### config.mk
export PLATFORM = sky130hd
export DESIGN_NAME = ptm_top
export DESIGN_NICKNAME = d
export VERILOG_FILES = /design/src/ptm_pkg.sv /design/src/ptm_core.sv /design/src/ptm_regs.sv /design/src/ptm_top.sv
export SDC_FILE = /design/constraint.sdc
export NUM_CORES = 1
export LEC_CHECK = 0
export CORE_ASPECT_RATIO = 1.4
export CORE_MARGIN = 1.5
export CORE_UTILIZATION = 50
export DETAILED_ROUTE_END_ITERATION = 8
export DONT_BUFFER_PORTS = 1
export GPL_ROUTABILITY_DRIVEN = 0
export GPL_TIMING_DRIVEN = 0
export PLACE_DENSITY_LB_ADDON = 0.12
export SLEW_MARGIN = 40
export SYNTH_ARGS = -nofsm -noshare
export SYNTH_HDL_FRONTEND = slang
export SYNTH_SLANG_ARGS = --single-unit
### constraint.sdc
create_clock -name I_CLOCK -period 5 [get_ports I_CLOCK]
set_clock_uncertainty 0.1 [all_clocks]
set_input_delay 0.5 -clock I_CLOCK [delete_from_list [all_inputs] [get_ports I_CLOCK]]
set_output_delay 0.5 -clock I_CLOCK [all_outputs]
set_load 0.1 [all_outputs]
### src/ptm_pkg.sv
// Package: register map, field positions and types for the periodic timer pair
package ptm_pkg;
  // Word byte addresses on the Wishbone slave
  localparam logic [5:0] PTM_ADR_CTRL0 = 6'h00;
  localparam logic [5:0] PTM_ADR_CTRL1 = 6'h04;
  localparam logic [5:0] PTM_ADR_CNT0 = 6'h08;
  localparam logic [5:0] PTM_ADR_CMPA0 = 6'h0C;
  localparam logic [5:0] PTM_ADR_PER0_LO = 6'h10;
  localparam logic [5:0] PTM_ADR_PER0_HI = 6'h14;
  localparam logic [5:0] PTM_ADR_CNT1 = 6'h18;
  localparam logic [5:0] PTM_ADR_CMPA1 = 6'h1C;
  localparam logic [5:0] PTM_ADR_PER1_LO = 6'h20;
  localparam logic [5:0] PTM_ADR_PER1_HI = 6'h24;
  localparam logic [5:0] PTM_ADR_FLAGS = 6'h28;
  // Control register bit positions
  localparam int PTM_B_CLR = 0;
  localparam int PTM_B_INV = 2;
  localparam int PTM_B_LVL = 3;
  localparam int PTM_B_ACT = 4;
  localparam int PTM_B_MODE = 6;
  localparam int PTM_B_RUN = 8;
  // Flag register positions: per instance, match A then match P
  localparam int PTM_B_AF0 = 0;
  localparam int PTM_B_PF0 = 1;
  localparam int PTM_B_AF1 = 2;
  localparam int PTM_B_PF1 = 3;
  // Reset values, narrow period high-byte mask and channel widths
  localparam logic [8:0] PTM_CTRL_RST = 9'h000;
  localparam logic [15:0] PTM_VAL_RST = 16'h0000;
  localparam logic [7:0] PTM_NARROW_HI_MASK = 8'h03;
  localparam int PTM_WIDE_BITS = 16;
  localparam int PTM_NARROW_BITS = 10;

  typedef enum logic [1:0] {
    PTM_MODE_CMP = 2'b00,
    PTM_MODE_CAP = 2'b01,
    PTM_MODE_PWM = 2'b10,
    PTM_MODE_TMR = 2'b11
  } ptm_mode_t;

  // Control word of one timer
  typedef struct packed {
    logic run;
    ptm_mode_t mode;
    logic [1:0] action;
    logic level;
    logic invert;
    logic unused_b1;
    logic clear_sel;
  } ptm_ctrl_t;

  // Event pulses out of one timer
  typedef struct packed {
    logic match_a;
    logic match_p;
    logic auto_stop;
  } ptm_evt_t;
endpackage

### src/ptm_core.sv
// Single periodic timer channel: counter, comparators and output stage
`timescale 1ns/1ps
module ptm_core import ptm_pkg::*; #(
  parameter int W = 16
) (
  input wire logic i_clk,
  input wire logic i_rst,
  input wire logic i_ce,
  input wire ptm_ctrl_t i_ctrl,
  input wire logic [W-1:0] i_cmp_a,
  input wire logic [W-1:0] i_period,
  output logic [W-1:0] o_count,
  output ptm_evt_t o_evt,
  output logic o_pin
);
  logic [W-1:0] cnt_q, cnt_d;
  logic run_q;
  logic out_q, out_d;
  logic pin_q;
  logic [W-1:0] per_last;
  wire run_rise = i_ctrl.run & ~run_q;
  wire is_pwm = (i_ctrl.mode == PTM_MODE_PWM);
  wire is_single = is_pwm & (i_ctrl.action == 2'b11);
  wire is_cmp = (i_ctrl.mode == PTM_MODE_CMP);
  // Zero compare value disables match A so a counter cleared on match A rolls at full scale
  // A stale count is ignored in the restart cycle of a single pulse
  wire hit_a = i_ctrl.run & ~(run_rise & is_single) & (i_cmp_a != '0) &
               (cnt_q == i_cmp_a - W'(1));
  // Period zero means full-scale count; period value N counts 0..N-1
  assign per_last = i_period - W'(1);
  wire hit_p = i_ctrl.run & (cnt_q == per_last);
  wire ovf = i_ctrl.run & (cnt_q == '1);
  wire clear_on_a = ~is_pwm & i_ctrl.clear_sel;
  wire clr = is_single ? 1'b0 : (clear_on_a ? hit_a : hit_p);

  // Events: P flag suppressed with A-clear and in single pulse
  assign o_evt.match_a = i_ce & hit_a;
  assign o_evt.match_p = i_ce & hit_p & ~clear_on_a & ~is_single & (i_period != '0);
  assign o_evt.auto_stop = i_ce & hit_a & is_single;

  // Counter next value
  always_comb begin
    cnt_d = cnt_q;
    if (run_rise && is_single) begin
      cnt_d = '0;
    end else if (i_ctrl.run) begin
      cnt_d = clr ? '0 : cnt_q + W'(1);
    end
  end

  // Output level next value
  always_comb begin
    out_d = out_q;
    if (run_rise) begin
      out_d = i_ctrl.level;
    end else if (is_cmp && hit_a) begin
      case (i_ctrl.action)
        2'b01: out_d = 1'b0;
        2'b10: out_d = 1'b1;
        2'b11: out_d = ~out_q;
        default: out_d = out_q;
      endcase
    end else if (is_single && (hit_a || !i_ctrl.run)) begin
      out_d = ~i_ctrl.level;
    end
  end

  // PWM waveform: active while count below duty; duty >= a nonzero period is full on
  wire per_zero = (i_period == '0);
  wire full_duty = ~per_zero & (i_cmp_a >= i_period);
  wire pwm_act = full_duty | (cnt_q < i_cmp_a);
  logic act_lvl;
  always_comb begin
    case (i_ctrl.action)
      2'b00: act_lvl = ~i_ctrl.level;
      2'b01: act_lvl = i_ctrl.level;
      2'b10: act_lvl = pwm_act ? i_ctrl.level : ~i_ctrl.level;
      default: act_lvl = out_q;
    endcase
  end
  // Timer/counter mode leaves the pin idle at zero
  wire pin_raw = (i_ctrl.mode == PTM_MODE_TMR) ? 1'b0 :
                 ((is_pwm ? act_lvl : out_q) ^ i_ctrl.invert);

  always_ff @(posedge i_clk or posedge i_rst) begin
    if (i_rst) begin
      cnt_q <= '0;
      run_q <= 1'b0;
      out_q <= 1'b0;
      pin_q <= 1'b0;
    end else if (i_ce) begin
      cnt_q <= cnt_d;
      run_q <= i_ctrl.run;
      out_q <= out_d;
      pin_q <= pin_raw;
    end
  end
  assign o_count = cnt_q;
  assign o_pin = pin_q;
endmodule

### src/ptm_regs.sv
// Wishbone classic slave read multiplexer for the timer pair
`timescale 1ns/1ps
module ptm_regs import ptm_pkg::*; (
  input wire logic [5:0] i_adr,
  input wire logic [8:0] i_ctrl0,
  input wire logic [8:0] i_ctrl1,
  input wire logic [15:0] i_cnt0,
  input wire logic [15:0] i_cmp0,
  input wire logic [15:0] i_per0,
  input wire logic [9:0] i_cnt1,
  input wire logic [9:0] i_cmp1,
  input wire logic [9:0] i_per1,
  input wire logic [3:0] i_flags,
  output logic [31:0] o_rdata,
  output logic o_hit
);
  // Unmapped words read zero and clear o_hit, so the bus answers with an error
  always_comb begin
    o_hit = 1'b1;
    case (i_adr)
      PTM_ADR_CTRL0: o_rdata = {23'h000000, i_ctrl0};
      PTM_ADR_CTRL1: o_rdata = {23'h000000, i_ctrl1};
      PTM_ADR_CNT0: o_rdata = {16'h0000, i_cnt0};
      PTM_ADR_CMPA0: o_rdata = {16'h0000, i_cmp0};
      PTM_ADR_PER0_LO: o_rdata = {24'h000000, i_per0[7:0]};
      PTM_ADR_PER0_HI: o_rdata = {24'h000000, i_per0[15:8]};
      PTM_ADR_CNT1: o_rdata = {22'h000000, i_cnt1};
      PTM_ADR_CMPA1: o_rdata = {22'h000000, i_cmp1};
      PTM_ADR_PER1_LO: o_rdata = {24'h000000, i_per1[7:0]};
      PTM_ADR_PER1_HI: o_rdata = {30'h00000000, i_per1[9:8]};
      PTM_ADR_FLAGS: o_rdata = {28'h0000000, i_flags};
      default: begin
        o_rdata = 32'h00000000;
        o_hit = 1'b0;
      end
    endcase
  end
endmodule

### src/ptm_top.sv
// Periodic timer pair: 16-bit and 10-bit channel behind a Wishbone slave
//
// Chosen here: the address map and the Wishbone register port.
`timescale 1ns/1ps
module ptm_top import ptm_pkg::*; (
  input wire logic I_CLOCK,
  input wire logic I_RST,
  input wire logic I_CE,
  input wire logic I_WB_CYC,
  input wire logic I_WB_STB,
  input wire logic I_WB_WE,
  input wire logic [5:0] I_WB_ADR,
  input wire logic [3:0] I_WB_SEL,
  input wire logic [31:0] I_WB_DAT,
  output logic [31:0] O_WB_DAT,
  output logic O_WB_ACK,
  output logic O_WB_ERR,
  output logic O_PIN_WIDE,
  output logic O_PIN_NARROW
);
  ptm_ctrl_t ctrl0_q, ctrl1_q;
  logic [15:0] cmp0_q, per0_q, cnt0;
  logic [9:0] cmp1_q, per1_q, cnt1;
  logic [3:0] flags_q, flags_d;
  logic ack_q, err_q;
  logic [31:0] rdat_q, rdata;
  logic hit;
  ptm_evt_t ev0, ev1;

  // Bus decode: one access per request, answer one cycle later
  wire req = I_WB_CYC & I_WB_STB & ~ack_q & ~err_q;
  wire wr = req & I_WB_WE & hit;
  wire wr_lo = wr & I_WB_SEL[0];
  wire wr_b1 = wr & I_WB_SEL[1];
  wire wr_c0 = wr & (I_WB_ADR == PTM_ADR_CTRL0);
  wire wr_c1 = wr & (I_WB_ADR == PTM_ADR_CTRL1);
  wire wr_fl = wr_lo & (I_WB_ADR == PTM_ADR_FLAGS);

  ptm_regs u_regs (
    .i_adr(I_WB_ADR),
    .i_ctrl0(ctrl0_q),
    .i_ctrl1(ctrl1_q),
    .i_cnt0(cnt0),
    .i_cmp0(cmp0_q),
    .i_per0(per0_q),
    .i_cnt1(cnt1),
    .i_cmp1(cmp1_q),
    .i_per1(per1_q),
    .i_flags(flags_q),
    .o_rdata(rdata),
    .o_hit(hit)
  );

  // Flags: write one clears, hardware set wins over the clear
  always_comb begin
    flags_d = flags_q & ~(wr_fl ? I_WB_DAT[3:0] : 4'h0);
    flags_d[PTM_B_AF0] = flags_d[PTM_B_AF0] | ev0.match_a;
    flags_d[PTM_B_PF0] = flags_d[PTM_B_PF0] | ev0.match_p;
    flags_d[PTM_B_AF1] = flags_d[PTM_B_AF1] | ev1.match_a;
    flags_d[PTM_B_PF1] = flags_d[PTM_B_PF1] | ev1.match_p;
  end

  // Bus handshake and read data capture
  always_ff @(posedge I_CLOCK or posedge I_RST) begin
    if (I_RST) begin
      ack_q <= 1'b0;
      err_q <= 1'b0;
      rdat_q <= 32'h00000000;
    end else if (I_CE) begin
      ack_q <= req & hit;
      err_q <= req & ~hit;
      rdat_q <= req ? rdata : 32'h00000000;
    end
  end

  // Control words; a single pulse match drops run even under a write
  always_ff @(posedge I_CLOCK or posedge I_RST) begin
    if (I_RST) begin
      ctrl0_q <= PTM_CTRL_RST;
      ctrl1_q <= PTM_CTRL_RST;
    end else if (I_CE) begin
      if (wr_c0 && I_WB_SEL[0]) ctrl0_q[7:0] <= I_WB_DAT[7:0];
      if (wr_c0 && I_WB_SEL[1]) ctrl0_q.run <= I_WB_DAT[PTM_B_RUN];
      if (ev0.auto_stop) ctrl0_q.run <= 1'b0;
      if (wr_c1 && I_WB_SEL[0]) ctrl1_q[7:0] <= I_WB_DAT[7:0];
      if (wr_c1 && I_WB_SEL[1]) ctrl1_q.run <= I_WB_DAT[PTM_B_RUN];
      if (ev1.auto_stop) ctrl1_q.run <= 1'b0;
    end
  end

  // Compare and period values, byte lane writes
  always_ff @(posedge I_CLOCK or posedge I_RST) begin
    if (I_RST) begin
      cmp0_q <= PTM_VAL_RST;
      per0_q <= PTM_VAL_RST;
      cmp1_q <= PTM_VAL_RST[9:0];
      per1_q <= PTM_VAL_RST[9:0];
    end else if (I_CE) begin
      if (wr_lo && I_WB_ADR == PTM_ADR_CMPA0) cmp0_q[7:0] <= I_WB_DAT[7:0];
      if (wr_b1 && I_WB_ADR == PTM_ADR_CMPA0) cmp0_q[15:8] <= I_WB_DAT[15:8];
      if (wr_lo && I_WB_ADR == PTM_ADR_PER0_LO) per0_q[7:0] <= I_WB_DAT[7:0];
      if (wr_lo && I_WB_ADR == PTM_ADR_PER0_HI) per0_q[15:8] <= I_WB_DAT[7:0];
      if (wr_lo && I_WB_ADR == PTM_ADR_CMPA1) cmp1_q[7:0] <= I_WB_DAT[7:0];
      if (wr_b1 && I_WB_ADR == PTM_ADR_CMPA1) cmp1_q[9:8] <= I_WB_DAT[9:8];
      if (wr_lo && I_WB_ADR == PTM_ADR_PER1_LO) per1_q[7:0] <= I_WB_DAT[7:0];
      if (wr_lo && I_WB_ADR == PTM_ADR_PER1_HI) begin
        per1_q[9:8] <= I_WB_DAT[1:0] & PTM_NARROW_HI_MASK[1:0];
      end
    end
  end

  always_ff @(posedge I_CLOCK or posedge I_RST) begin
    if (I_RST) flags_q <= 4'h0;
    else if (I_CE) flags_q <= flags_d;
  end

  ptm_core #(.W(PTM_WIDE_BITS)) u_wide (
    .i_clk(I_CLOCK),
    .i_rst(I_RST),
    .i_ce(I_CE),
    .i_ctrl(ctrl0_q),
    .i_cmp_a(cmp0_q),
    .i_period(per0_q),
    .o_count(cnt0),
    .o_evt(ev0),
    .o_pin(O_PIN_WIDE)
  );

  ptm_core #(.W(PTM_NARROW_BITS)) u_narrow (
    .i_clk(I_CLOCK),
    .i_rst(I_RST),
    .i_ce(I_CE),
    .i_ctrl(ctrl1_q),
    .i_cmp_a(cmp1_q),
    .i_period(per1_q),
    .o_count(cnt1),
    .o_evt(ev1),
    .o_pin(O_PIN_NARROW)
  );

  assign O_WB_DAT = rdat_q;
  assign O_WB_ACK = ack_q;
  assign O_WB_ERR = err_q;
endmodule

# After elaboration in Yosys (flattened, before gate mapping)
# Index checks and enable logic that the tools add are counted.
[op_classes] n_addsub=6 n_lt_le_gt_ge=4 eq_ne=26 mux=34 bitwise_logic=71 reduce_logical=56
[ops] cell="$pmux 16 s11" count=1
[ops] cell="$mux 16" count=3
[ops] cell="$and 1x1->1" count=42
[ops] cell="$eq 16x16->1" count=2
[ops] cell="$mux 32" count=1
[ops] cell="$reduce_bool 16->1" count=2
[ops] cell="$sub 16x1->16 const B" count=2
[ops] cell="$mux 10" count=3
[ops] cell="$reduce_and 2->1" count=14
[ops] cell="$eq 6x5->1 const B" count=4
[ops] cell="$mux 1" count=21
[ops] cell="$eq 10x10->1" count=2
[ops] cell="$reduce_bool 10->1" count=2
[ops] cell="$sub 10x1->10 const B" count=2
[ops] cell="$not 1->1" count=19
[ops] cell="$eq 6x6->1 const B" count=3
[ops] cell="$logic_and 1x1->1" count=18
[ops] cell="$add 16x1->16 const B" count=1
[ops] cell="$eq 2x2->1 const B" count=8
[ops] cell="$ge 16x16->1" count=1
[ops] cell="$logic_not 16->1" count=1
[ops] cell="$lt 16x16->1" count=1
[ops] cell="$eq 6x4->1 const B" count=2
[ops] cell="$pmux 1 s3" count=4
[ops] cell="other kinds (20)" count=38
[totals] register_bits=140 in_bits=48

# Longest topological paths before layout
# Gate-level depths: netlist of the first run.
[logic_depth] ltp_word=12 mapped_depth=12

# Modules after synthesis
# Synthesis of the first run repeated with hierarchy kept, for this count alone.
[hier_totals] hier_cells=1132 hier_area_um2=10816.6
[by_module_without_submodules] mod="ptm_top" instances=1 cells_per_inst=268 area_each_um2=4179.0
[by_module_without_submodules] mod="ptm_core (u_wide)" instances=1 cells_per_inst=449 area_each_um2=3470.8
[by_module_without_submodules] mod="ptm_core (u_narrow)" instances=1 cells_per_inst=274 area_each_um2=2089.5
[by_module_without_submodules] mod="ptm_regs" instances=1 cells_per_inst=141 area_each_um2=1077.3

# Least setup slack after synthesis of the first run
# OpenSTA, ideal clock, no wires.
[synth_timing] path_kind="register to register" startpoint="register cmp1_q[0]" endpoint="register u_narrow.cnt_q[6] (netlist: u_narrow.o_count[6])" setup_time_ns=0.137 t_arrival_ns=2.934 required_time_ns=4.763 slack_ns=1.829 stages_incl_launch_ff=13 n_path_buf=1 path_cell_list="dfrtp_1 inv_1 ha_1 or3b_1 o31a_1 or3_1 a31o_2 a2111oi_1 a311o_1 buf_2 or2_1 nand2b_1 o21ai_0"
[synth_between] elab_chain_cells=8
[synth_rtl] item="from (decl)" line_no="ptm_top.sv:23" rtl="logic [9:0] cmp1_q, per1_q, cnt1;"
[synth_rtl] item="from (signal assigned)" line_no="ptm_top.sv:96" rtl="cmp1_q <= PTM_VAL_RST[9:0];"
[synth_rtl] item="from (signal assigned)" line_no="ptm_top.sv:103" rtl="if (wr_lo && I_WB_ADR == PTM_ADR_CMPA1) cmp1_q[7:0] <= I_WB_DAT[7:0];"
[synth_rtl] item="$sub 10x1->10 / $reduce_bool 10->1 (equally long branches)" line_no="ptm_core.sv:28, ptm_core.sv:27"
[synth_rtl] item="$eq 10x10->1 / $and 1x1->1 (equally long branches)" line_no="ptm_core.sv:28, ptm_core.sv:27"
[synth_rtl] item="$and 1x1->1 *" line_no="ptm_core.sv:27" rtl="wire hit_a = i_ctrl.run & ~(run_rise & is_single) & (i_cmp_a != '0) &"
[synth_rtl] item="$mux 1 * (2 in a row)" line_no="ptm_core.sv:34" rtl="wire clr = is_single ? 1'b0 : (clear_on_a ? hit_a : hit_p);"
[synth_rtl] item="$mux 10 *" line_no="ptm_core.sv:47" rtl="cnt_d = clr ? '0 : cnt_q + W'(1);"
[synth_rtl] item="$mux 10 *" line_no="ptm_core.sv:46" rtl="end else if (i_ctrl.run) begin"
[synth_rtl] item="$mux 10 *" line_no="ptm_core.sv:44" rtl="if (run_rise && is_single) begin"
[synth_rtl] item="to (signal assigned)" line_no="ptm_core.sv:92" rtl="cnt_q <= cnt_d;"
[synth_rtl] item="to (decl)" line_no="ptm_core.sv:16" rtl="logic [W-1:0] cnt_q, cnt_d;"
# Mark *: on every way between the ends. The rest lies on a longest branch, timed or not. The select of a mux whose other input is x is not followed.
# A chain may end at the register's enable or synchronous reset.

# Worst setup path in the final report of the first run
[layout_timing] startpoint="register per0_q[0]" endpoint="register u_wide.cnt_q[3] (netlist: u_wide.o_count[3])"
[layout_between] elab_chain_cells=8
[layout_rtl] item="from (decl)" line_no="ptm_top.sv:22" rtl="logic [15:0] cmp0_q, per0_q, cnt0;"
[layout_rtl] item="from (signal assigned)" line_no="ptm_top.sv:101" rtl="if (wr_lo && I_WB_ADR == PTM_ADR_PER0_LO) per0_q[7:0] <= I_WB_DAT[7:0];"
[layout_rtl] item="$sub 16x1->16" line_no="ptm_core.sv:30" rtl="assign per_last = i_period - W'(1);"
[layout_rtl] item="$eq 16x16->1" line_no="ptm_core.sv:31" rtl="wire hit_p = i_ctrl.run & (cnt_q == per_last);"
[layout_rtl] item="$and 1x1->1" line_no="ptm_core.sv:31"
[layout_rtl] item="$mux 1 (2 in a row)" line_no="ptm_core.sv:34"
[layout_rtl] item="$mux 16" line_no="ptm_core.sv:47"
[layout_rtl] item="$mux 16" line_no="ptm_core.sv:46"
[layout_rtl] item="$mux 16" line_no="ptm_core.sv:44"
[layout_rtl] item="to (signal assigned)" line_no="ptm_core.sv:92"
[layout_rtl] item="to (decl)" line_no="ptm_core.sv:16"
# No other way between the ends. The select of a mux whose other input is x is not followed.

==> flow_results.xml, run 1 <==
<?xml version="1.0" encoding="UTF-8"?>
<metrics>
  <group name="outcome">
    <metric name="outcome" unit="">completed</metric>
  </group>
  <group name="worst_setup_path">
    <metric name="path_max_fanout" unit="">10</metric>
    <metric name="slowest_delay" unit="ps">740</metric>
    <metric name="crit_arrival" unit="ps">4230</metric>
    <metric name="timing.rr.end" unit="">u_wide.o_count[3]</metric>
    <metric name="r2r-start" unit="">per0_q[0]</metric>
    <metric name="slowest_stage" unit="">sky130_fd_sc_hd__nor4_1</metric>
    <metric name="worst_ep_required_time" unit="ps">5200</metric>
    <metric name="timing_worst_setup_path_type" unit="">reg -&gt; reg</metric>
    <metric name="element_type_at_the_critical_path_end" unit="">flip-flop</metric>
    <metric name="reg2reg_slack" unit="ps">970</metric>
    <metric name="reg2regPathDepth" unit="">12</metric>
    <metric name="crit_path_cell_trace" unit="">inv_1 -&gt; ha_1 -&gt; nor3b_1 -&gt; nand2_1 -&gt; nor4b_1 -&gt; xnor2_1 -&gt; nand3_1 -&gt; nor4_1 -&gt; nor3_2 -&gt; clkbuf_1 -&gt; a31oi_1 -&gt; mux2i_1</metric>
    <metric name="critPathLaunchType" unit="">flip-flop</metric>
  </group>
  <group name="synthesis">
    <metric name="ys_warn_count" unit="">0</metric>
    <metric name="ys_top_cells_by_area" unit="">sky130_fd_sc_hd__dfrtp_1, sky130_fd_sc_hd__ha_1, sky130_fd_sc_hd__o21ai_0, sky130_fd_sc_hd__nand2_1, sky130_fd_sc_hd__xnor2_1</metric>
    <metric name="synth_edf_count" unit="">0</metric>
    <metric name="synth_cells" unit="">1100</metric>
    <metric name="netlist_top_cells_count" unit="">sky130_fd_sc_hd__dfrtp_1, sky130_fd_sc_hd__nand2_1, sky130_fd_sc_hd__o21ai_0</metric>
    <metric name="ys_seq_elements" unit="">124</metric>
    <metric name="synth_top_cell_area_share" unit="">0.334</metric>
    <metric name="synth_seq_area_share" unit="">0.334</metric>
    <metric name="count_leader_synth" unit="">sky130_fd_sc_hd__dfrtp_1</metric>
    <metric name="netlist-cell-type-count" unit="">78</metric>
    <metric name="synth-main-ff-cell" unit="">sky130_fd_sc_hd__dfrtp_1</metric>
    <metric name="syn_area" unit="um^2">9280</metric>
    <metric name="postSynth.asyncResetShare" unit="">1.00</metric>
    <metric name="syn_area_per_cell" unit="um^2">8.43</metric>
    <metric name="synth_top_area_cell" unit="">sky130_fd_sc_hd__dfrtp_1</metric>
  </group>
  <group name="floorplan">
    <metric name="die_h" unit="um">164</metric>
    <metric name="die-width" unit="um">118</metric>
    <metric name="floorplan.io_pins" unit="">84</metric>
    <metric name="core_area" unit="um^2">18100</metric>
    <metric name="dieArea" unit="um^2">19400</metric>
    <metric name="floorplan.rows" unit="">58</metric>
    <metric name="floorplan.initialDensity" unit="">0.513</metric>
  </group>
  <group name="timing">
    <metric name="period_share" unit="">0.807</metric>
    <metric name="slew_headroom" unit="">0.395</metric>
    <metric name="setup_repair_after_global_routing_missed_its_margin" unit="">no</metric>
    <metric name="report.final.hold_viol_count" unit="">0</metric>
    <metric name="maxClockFrequency" unit="GHz">0.248</metric>
    <metric name="hold_slack" unit="ps">88.6</metric>
    <metric name="tightestPinTransition" unit="ps">896</metric>
    <metric name="finalSetupViolCount" unit="">0</metric>
    <metric name="timing.final.crit_period" unit="ps">4030</metric>
    <metric name="slew_viol_final" unit="">0</metric>
    <metric name="final_critical_path_setup_slack" unit="ps">966</metric>
  </group>
  <group name="cells_and_area">
    <metric name="layout-area-overhead-vs-synth" unit="%">11.6</metric>
    <metric name="drive_above_1_share" unit="">0.0948</metric>
    <metric name="seqCellArea" unit="um^2">3120</metric>
    <metric name="design.final.nets" unit="">1246</metric>
    <metric name="antenna-diode-count" unit="">0</metric>
    <metric name="filler_cells" unit="">1727</metric>
    <metric name="multiInputGateArea" unit="um^2">5630</metric>
  </group>
  <group name="min_path">
    <metric name="hp-class" unit="">in -&gt; reg</metric>
    <metric name="hold-path-endpoint" unit="">cmp0_q[5]</metric>
    <metric name="hold-path-cell-count" unit="">2</metric>
    <metric name="worstHoldStart" unit="">I_WB_DAT[5]</metric>
  </group>
  <group name="routing">
    <metric name="firstDrtPassIters" unit="">9</metric>
    <metric name="wl_per_cell" unit="um">23.0</metric>
    <metric name="postRouteAntennaNets" unit="">0</metric>
    <metric name="total_detailed_routing_wirelength" unit="um">32000</metric>
    <metric name="dr_iter_0_viols" unit="">937</metric>
    <metric name="drcViolationCount" unit="">0</metric>
    <metric name="vias" unit="">8817</metric>
    <metric name="vias_per_cell" unit="">6.34</metric>
  </group>
  <group name="placed_design">
    <metric name="numPortBuffers" unit="">0</metric>
    <metric name="place_ws" unit="ps">1100</metric>
    <metric name="dp_hpwl" unit="um">23900</metric>
  </group>
  <group name="clock_tree">
    <metric name="ctsResizeCount" unit="">0</metric>
    <metric name="clock_latency_on_the_worst_skew_pair" unit="ps">440</metric>
    <metric name="clock_tree.htree_level_count" unit="">4</metric>
    <metric name="root_buffer" unit="">sky130_fd_sc_hd__clkbuf_16</metric>
    <metric name="postCtsSetupRepairBufs" unit="">0</metric>
    <metric name="numClockSinks" unit="">124</metric>
    <metric name="cts_buffers" unit="">17</metric>
    <metric name="clk_pin_slew_worst_paths" unit="ps">60</metric>
    <metric name="cts_buffer_depth" unit="">2</metric>
    <metric name="cts_tree" unit="">done</metric>
    <metric name="hold_buffers" unit="">1</metric>
  </group>
  <group name="pwr">
    <metric name="leakage" unit="nW">4.50</metric>
    <metric name="totalPowerFinal" unit="mW">2.51</metric>
    <metric name="irDropWorstVdd" unit="V">0.000221</metric>
    <metric name="power_per_cell_area" unit="nW/um^2">243</metric>
  </group>
  <group name="flow_run">
    <metric name="total_of_max_cap_violations" unit="">0</metric>
  </group>
  <group name="grt">
    <metric name="globalRouteTotalUtil" unit="">0.336</metric>
    <metric name="antenna_found_initial" unit="">0</metric>
    <metric name="first_pass_grt_wire_length" unit="um">48800</metric>
    <metric name="number_of_global_route_vias_before_repair" unit="">8537</metric>
    <metric name="grt_start_max_net_pins" unit="">67</metric>
    <metric name="grt_overflow" unit="">0</metric>
  </group>
</metrics>
through the flow:
| stage | cell area [um^2] | setup TNS, ps | cells | util |
|---|---|---|---|---|
| 6_report | 10400 | 0 | 1390 | 0.573 |
| 2_1_floorplan | 9330 | 0 | 1115 | - |
| 4_1_cts | 10300 | 0 | 1389 | 0.572 |
| 3_3_place_gp | 9630 | -56170 | 1355 | 0.533 |
| 3_5_place_dp | 9700 | 0 | 1356 | 0.537 |
| 5_1_grt | 10400 | 0 | 1390 | 0.573 |
critical path: cells and delay by family, from the launching register on:
family / cells / cell delay, ps
AO/OA/AOI/OAI: 1 / 190
XOR/XNOR: 1 / 170
adder cells (fa/ha/maj): 1 / 210
buffers and inverters: 2 / 440
flip-flops: 1 / 520
multiplexers: 1 / 90
AND/OR/NAND/NOR: 6 / 2160
logic make-up after synthesis:
| logic type | Yosys count | share of synthesized area |
|---|---|---|
| buf+inv | 151 | 0.0681 |
| simple gates | 384 | 0.214 |
| mux | 30 | 0.0349 |
| fa+ha+maj | 63 | 0.0844 |
| compound gates | 286 | 0.206 |
| xor+xnor | 61 | 0.0576 |
| flops | 124 | 0.334 |
| other cells | 1 | 0.000404 |
cells in the final DEF, fill, tap and decap left out, drive strengths merged, types with 17 or more instances in the layout:
cell and count:
dfrtp 124, nand2 118, o21ai 99, clkbuf 82, inv 75, ha 61, nor2 55, nand3 48
xnor2 44, a21oi 34, nor3 33, a22oi 23, nand4 22, buf 22, and3 20, xor2 17
final cells by class:
cell class	instances	share of cell area
Inverter	67	0.0250
Buffer	84	0.0367
Clock inverter	14	0.0169
Multi-Input combinational cell	840	0.544
Timing Repair Buffer	3	0.00399
Sequential cell	124	0.302
Tap cell	240	0.0290
Clock buffer	18	0.0424
routing by layer:
layer	track usage	wire (um)	vias to the layer above
met5	0	0	-
met4	0.227	2350	0
met3	0.0628	1960	138
met2	0.600	15900	365
met1	0.361	11800	4257
li1	-	-	4057
report_power, final:
group / internal (mW) / switching (mW)
sequential: 1.01 / 0.0298
combinational: 0.0410 / 0.125
clock: 0.769 / 0.536
total: 1.82 / 0.691
registers in the layout (all words and copies together) (netlist names), 4 cells and up:
name,flops
ctrl1_q,9
cmp0_q,16
ctrl0_q,9
per0_q,16
u_narrow.o_count,10
flags_q,4
O_WB_DAT,16
cmp1_q,10
per1_q,10
u_wide.o_count,16
worst max path at each step:
| stage | startpoint | endpoint | slack, ps | depth (start not counted) |
|---|---|---|---|---|
| final | per0_q[0] | u_wide.o_count[3] | 970 | 12 |
| after global routing | per0_q[0] | u_wide.o_count[3] | 840 | 12 |
| after CTS | per0_q[0] | u_wide.o_count[3] | 1080 | 12 |
| after detailed placement | per0_q[0] | u_wide.o_count[3] | 1100 | 12 |
| after global placement | I_RST | u_wide.o_count[3] | -470 | 1 |
| after floorplan | I_RST | O_WB_ACK | 1100 | 1 |
Note: power is estimated with default switching activity, not from simulation.
==> inputs of run 2 (changes only) <==
==> constraint.sdc (replaced) <==
create_clock -name I_CLOCK -period 3.8 [get_ports I_CLOCK]
set_clock_uncertainty 0.1 [all_clocks]
set_input_delay 0.38 -clock I_CLOCK [delete_from_list [all_inputs] [get_ports I_CLOCK]]
set_output_delay 0.38 -clock I_CLOCK [all_outputs]
set_load 0.1 [all_outputs]
==> run 2 against run 1 <==
  * Non-clock buffer count grew 16
  * Largest cell class unchanged
  * Wire length rose by 1.9%
  * Critical endpoint is now u_narrow.o_count[7]
  * Setup slack got worse by 810 ps
  * Via count rose by 1.7%
  * Global-route usage rose by 0.63 points
  * Fmax is 11% higher
  * Largest power group unchanged
  * Register-to-register slack worse by 810 ps
  * Cell count rose by 1.2%
  * Clock power grew 31%
  * Combinational power increased by 49%
  * Core utilization increased by 1.1 points
  * Power up 33%
==> flow_results.xml, run 2 (same netlist as run 1, synthesis figures left out) <==
<?xml version="1.0" encoding="UTF-8"?>
<metrics>
  <group name="placed_design">
    <metric name="dp_hpwl" unit="um">23900</metric>
    <metric name="place_ws" unit="ps">-99.1</metric>
    <metric name="numPortBuffers" unit="">0</metric>
  </group>
  <group name="cells_and_area">
    <metric name="filler_cells" unit="">1696</metric>
    <metric name="drive_above_1_share" unit="">0.0986</metric>
    <metric name="layout_common_cells" unit="">sky130_fd_sc_hd__nand2_1, sky130_fd_sc_hd__dfrtp_1, sky130_fd_sc_hd__o21ai_0</metric>
    <metric name="design.final.nets" unit="">1262</metric>
    <metric name="final_common_cell" unit="">sky130_fd_sc_hd__nand2_1</metric>
    <metric name="layout-area-overhead-vs-synth" unit="%">13.8</metric>
  </group>
  <group name="timing">
    <metric name="period_share" unit="">0.960</metric>
    <metric name="slew_headroom" unit="">0.376</metric>
    <metric name="timing.final.crit_period" unit="ps">3650</metric>
    <metric name="finalSetupViolCount" unit="">0</metric>
    <metric name="setup_repair_after_global_routing_missed_its_margin" unit="">no</metric>
    <metric name="tightestPinTransition" unit="ps">925</metric>
    <metric name="maxClockFrequency" unit="GHz">0.274</metric>
    <metric name="slew_viol_final" unit="">0</metric>
    <metric name="final_critical_path_setup_slack" unit="ps">152</metric>
    <metric name="report.final.hold_viol_count" unit="">0</metric>
    <metric name="hold_slack" unit="ps">4.69</metric>
  </group>
  <group name="grt">
    <metric name="number_of_global_route_vias_before_repair" unit="">8685</metric>
    <metric name="grt_overflow" unit="">0</metric>
    <metric name="first_pass_grt_wire_length" unit="um">49700</metric>
    <metric name="antenna_found_initial" unit="">1</metric>
    <metric name="grt_start_max_net_pins" unit="">67</metric>
    <metric name="globalRouteTotalUtil" unit="">0.342</metric>
  </group>
  <group name="pwr">
    <metric name="power_per_cell_area" unit="nW/um^2">316</metric>
    <metric name="irDropWorstVdd" unit="V">0.000295</metric>
    <metric name="totalPowerFinal" unit="mW">3.34</metric>
    <metric name="leakage" unit="nW">4.59</metric>
  </group>
  <group name="clock_tree">
    <metric name="clk_pin_slew_worst_paths" unit="ps">60</metric>
    <metric name="numClockSinks" unit="">124</metric>
    <metric name="clock_latency_on_the_worst_skew_pair" unit="ps">440</metric>
    <metric name="cts_tree" unit="">done</metric>
    <metric name="cts_buffer_depth" unit="">2</metric>
    <metric name="clock_tree.htree_level_count" unit="">4</metric>
    <metric name="cts_buffers" unit="">17</metric>
    <metric name="root_buffer" unit="">sky130_fd_sc_hd__clkbuf_16</metric>
  </group>
  <group name="floorplan">
    <metric name="floorplan.io_pins" unit="">84</metric>
    <metric name="dieArea" unit="um^2">19400</metric>
    <metric name="die_h" unit="um">164</metric>
    <metric name="core_area" unit="um^2">18100</metric>
    <metric name="floorplan.initialDensity" unit="">0.513</metric>
    <metric name="die-width" unit="um">118</metric>
    <metric name="floorplan.rows" unit="">58</metric>
  </group>
  <group name="routing">
    <metric name="firstDrtPassIters" unit="">9</metric>
    <metric name="drcViolationCount" unit="">0</metric>
    <metric name="postRouteAntennaNets" unit="">0</metric>
    <metric name="vias_per_cell" unit="">6.37</metric>
    <metric name="wl_per_cell" unit="um">23.2</metric>
    <metric name="total_detailed_routing_wirelength" unit="um">32600</metric>
    <metric name="dr_iter_0_viols" unit="">919</metric>
    <metric name="vias" unit="">8969</metric>
  </group>
  <group name="min_path">
    <metric name="worstHoldStart" unit="">I_WB_DAT[6]</metric>
    <metric name="hp-class" unit="">in -&gt; reg</metric>
  </group>
  <group name="worst_setup_path">
    <metric name="critPathLaunchType" unit="">flip-flop</metric>
    <metric name="crit_arrival" unit="ps">3850</metric>
    <metric name="worst_ep_required_time" unit="ps">4000</metric>
    <metric name="setup.worst_path.start" unit="">per1_q[0]</metric>
    <metric name="element_type_at_the_critical_path_end" unit="">flip-flop</metric>
    <metric name="r2r-start" unit="">per1_q[0]</metric>
    <metric name="path_max_fanout" unit="">10</metric>
    <metric name="timing_worst_setup_path_type" unit="">reg -&gt; reg</metric>
  </group>
  <group name="flow_run">
    <metric name="total_of_max_cap_violations" unit="">0</metric>
  </group>
  <group name="outcome">
    <metric name="outcome" unit="">completed</metric>
  </group>
</metrics>
==> run 2: cell count changes in the layout (fill, tap and decap cells not counted) <==
cell                            previous run  this run
sky130_fd_sc_hd__a2111oi_1                 2         1
sky130_fd_sc_hd__a2111oi_4                 0         1
sky130_fd_sc_hd__buf_4                    16        17
sky130_fd_sc_hd__diode_2                   0         1
sky130_fd_sc_hd__dlygate4sd3_1             1        16
sky130_fd_sc_hd__nor3b_1                   2         1
sky130_fd_sc_hd__nor3b_4                   0         1
sky130_fd_sc_hd__nor4_1                    9         7
sky130_fd_sc_hd__nor4_2                    2         4
sky130_fd_sc_hd__nor4b_1                   4         3
sky130_fd_sc_hd__nor4b_2                   0         1
==> run 2: metrics by stage <==
step	instance area, um^2	TNS, ps	util	cells
detailed placement	9700	-750	0.537	1356
floorplan	9330	0	-	1115
finish	10600	0	0.584	1407
CTS	10500	0	0.581	1404
global placement	9630	-190860	0.533	1355
global route	10600	0	0.584	1407
==> run 2: path summary, 6_finish.rpt <==
check	endpoint	slack [ps]	cells after the start
min in group asynchronous	u_narrow.o_count[7]	390	2
max	u_narrow.o_count[7]	150	12
max reg2reg	u_narrow.o_count[7]	150	12
min	ctrl1_q[6]	5	1
max in group asynchronous	per1_q[6]	2500	3
min reg2reg	flags_q[0]	420	1
==> run 2: area by class of cell <==
| type | instances | area, um^2 | share of cell area |
|---|---|---|---|
| antenna | 1 | 2.50 | 0.000237 |
| buffer | 84 | 380 | 0.0360 |
| clock buffer | 18 | 439 | 0.0416 |
| clock inverter | 14 | 175 | 0.0166 |
| inverter | 67 | 259 | 0.0245 |
| multi-input combinational | 840 | 5680 | 0.538 |
| sequential | 124 | 3120 | 0.296 |
| tap | 240 | 300 | 0.0284 |
| timing repair buffer | 19 | 199 | 0.0188 |
==> run 2: worst max-delay path: stages (launching register included) <==
cell and delay, ps:
sky130_fd_sc_hd__dfrtp_1 530, sky130_fd_sc_hd__inv_1 150, sky130_fd_sc_hd__ha_1 350, sky130_fd_sc_hd__xnor2_1 130
sky130_fd_sc_hd__a2111oi_0 660, sky130_fd_sc_hd__nand4_1 180, sky130_fd_sc_hd__a211oi_1 300, sky130_fd_sc_hd__o2111a_1 310
sky130_fd_sc_hd__a311o_1 160, sky130_fd_sc_hd__buf_2 220, sky130_fd_sc_hd__or2_1 220, sky130_fd_sc_hd__nand2b_1 130
sky130_fd_sc_hd__o21ai_0 80
==> run 2: where the power goes <==
group	switching, mW	internal (mW)
Clock	0.710	1.01
Sequential	0.0392	1.33
Combinational	0.183	0.0644
Total	0.933	2.41
==> run 2: what timing repair did <==
item	CTS	global route
setup buffers	0	1
gates resized for setup	3	5
pin swaps	0	1
setup endpoints to repair	18	21
hold buffers	16	0
endpoints found under the hold margin	107	0
==> run 2: layer usage <==
layer,track usage,vias to the layer above,routed length (um),part of all wire
met1,0.368,4351,11900,0.36
li1,-,4094,-,-
met3,0.0656,131,2220,0.068
met4,0.248,0,2440,0.075
met2,0.601,393,16100,0.49
met5,0,-,0,0
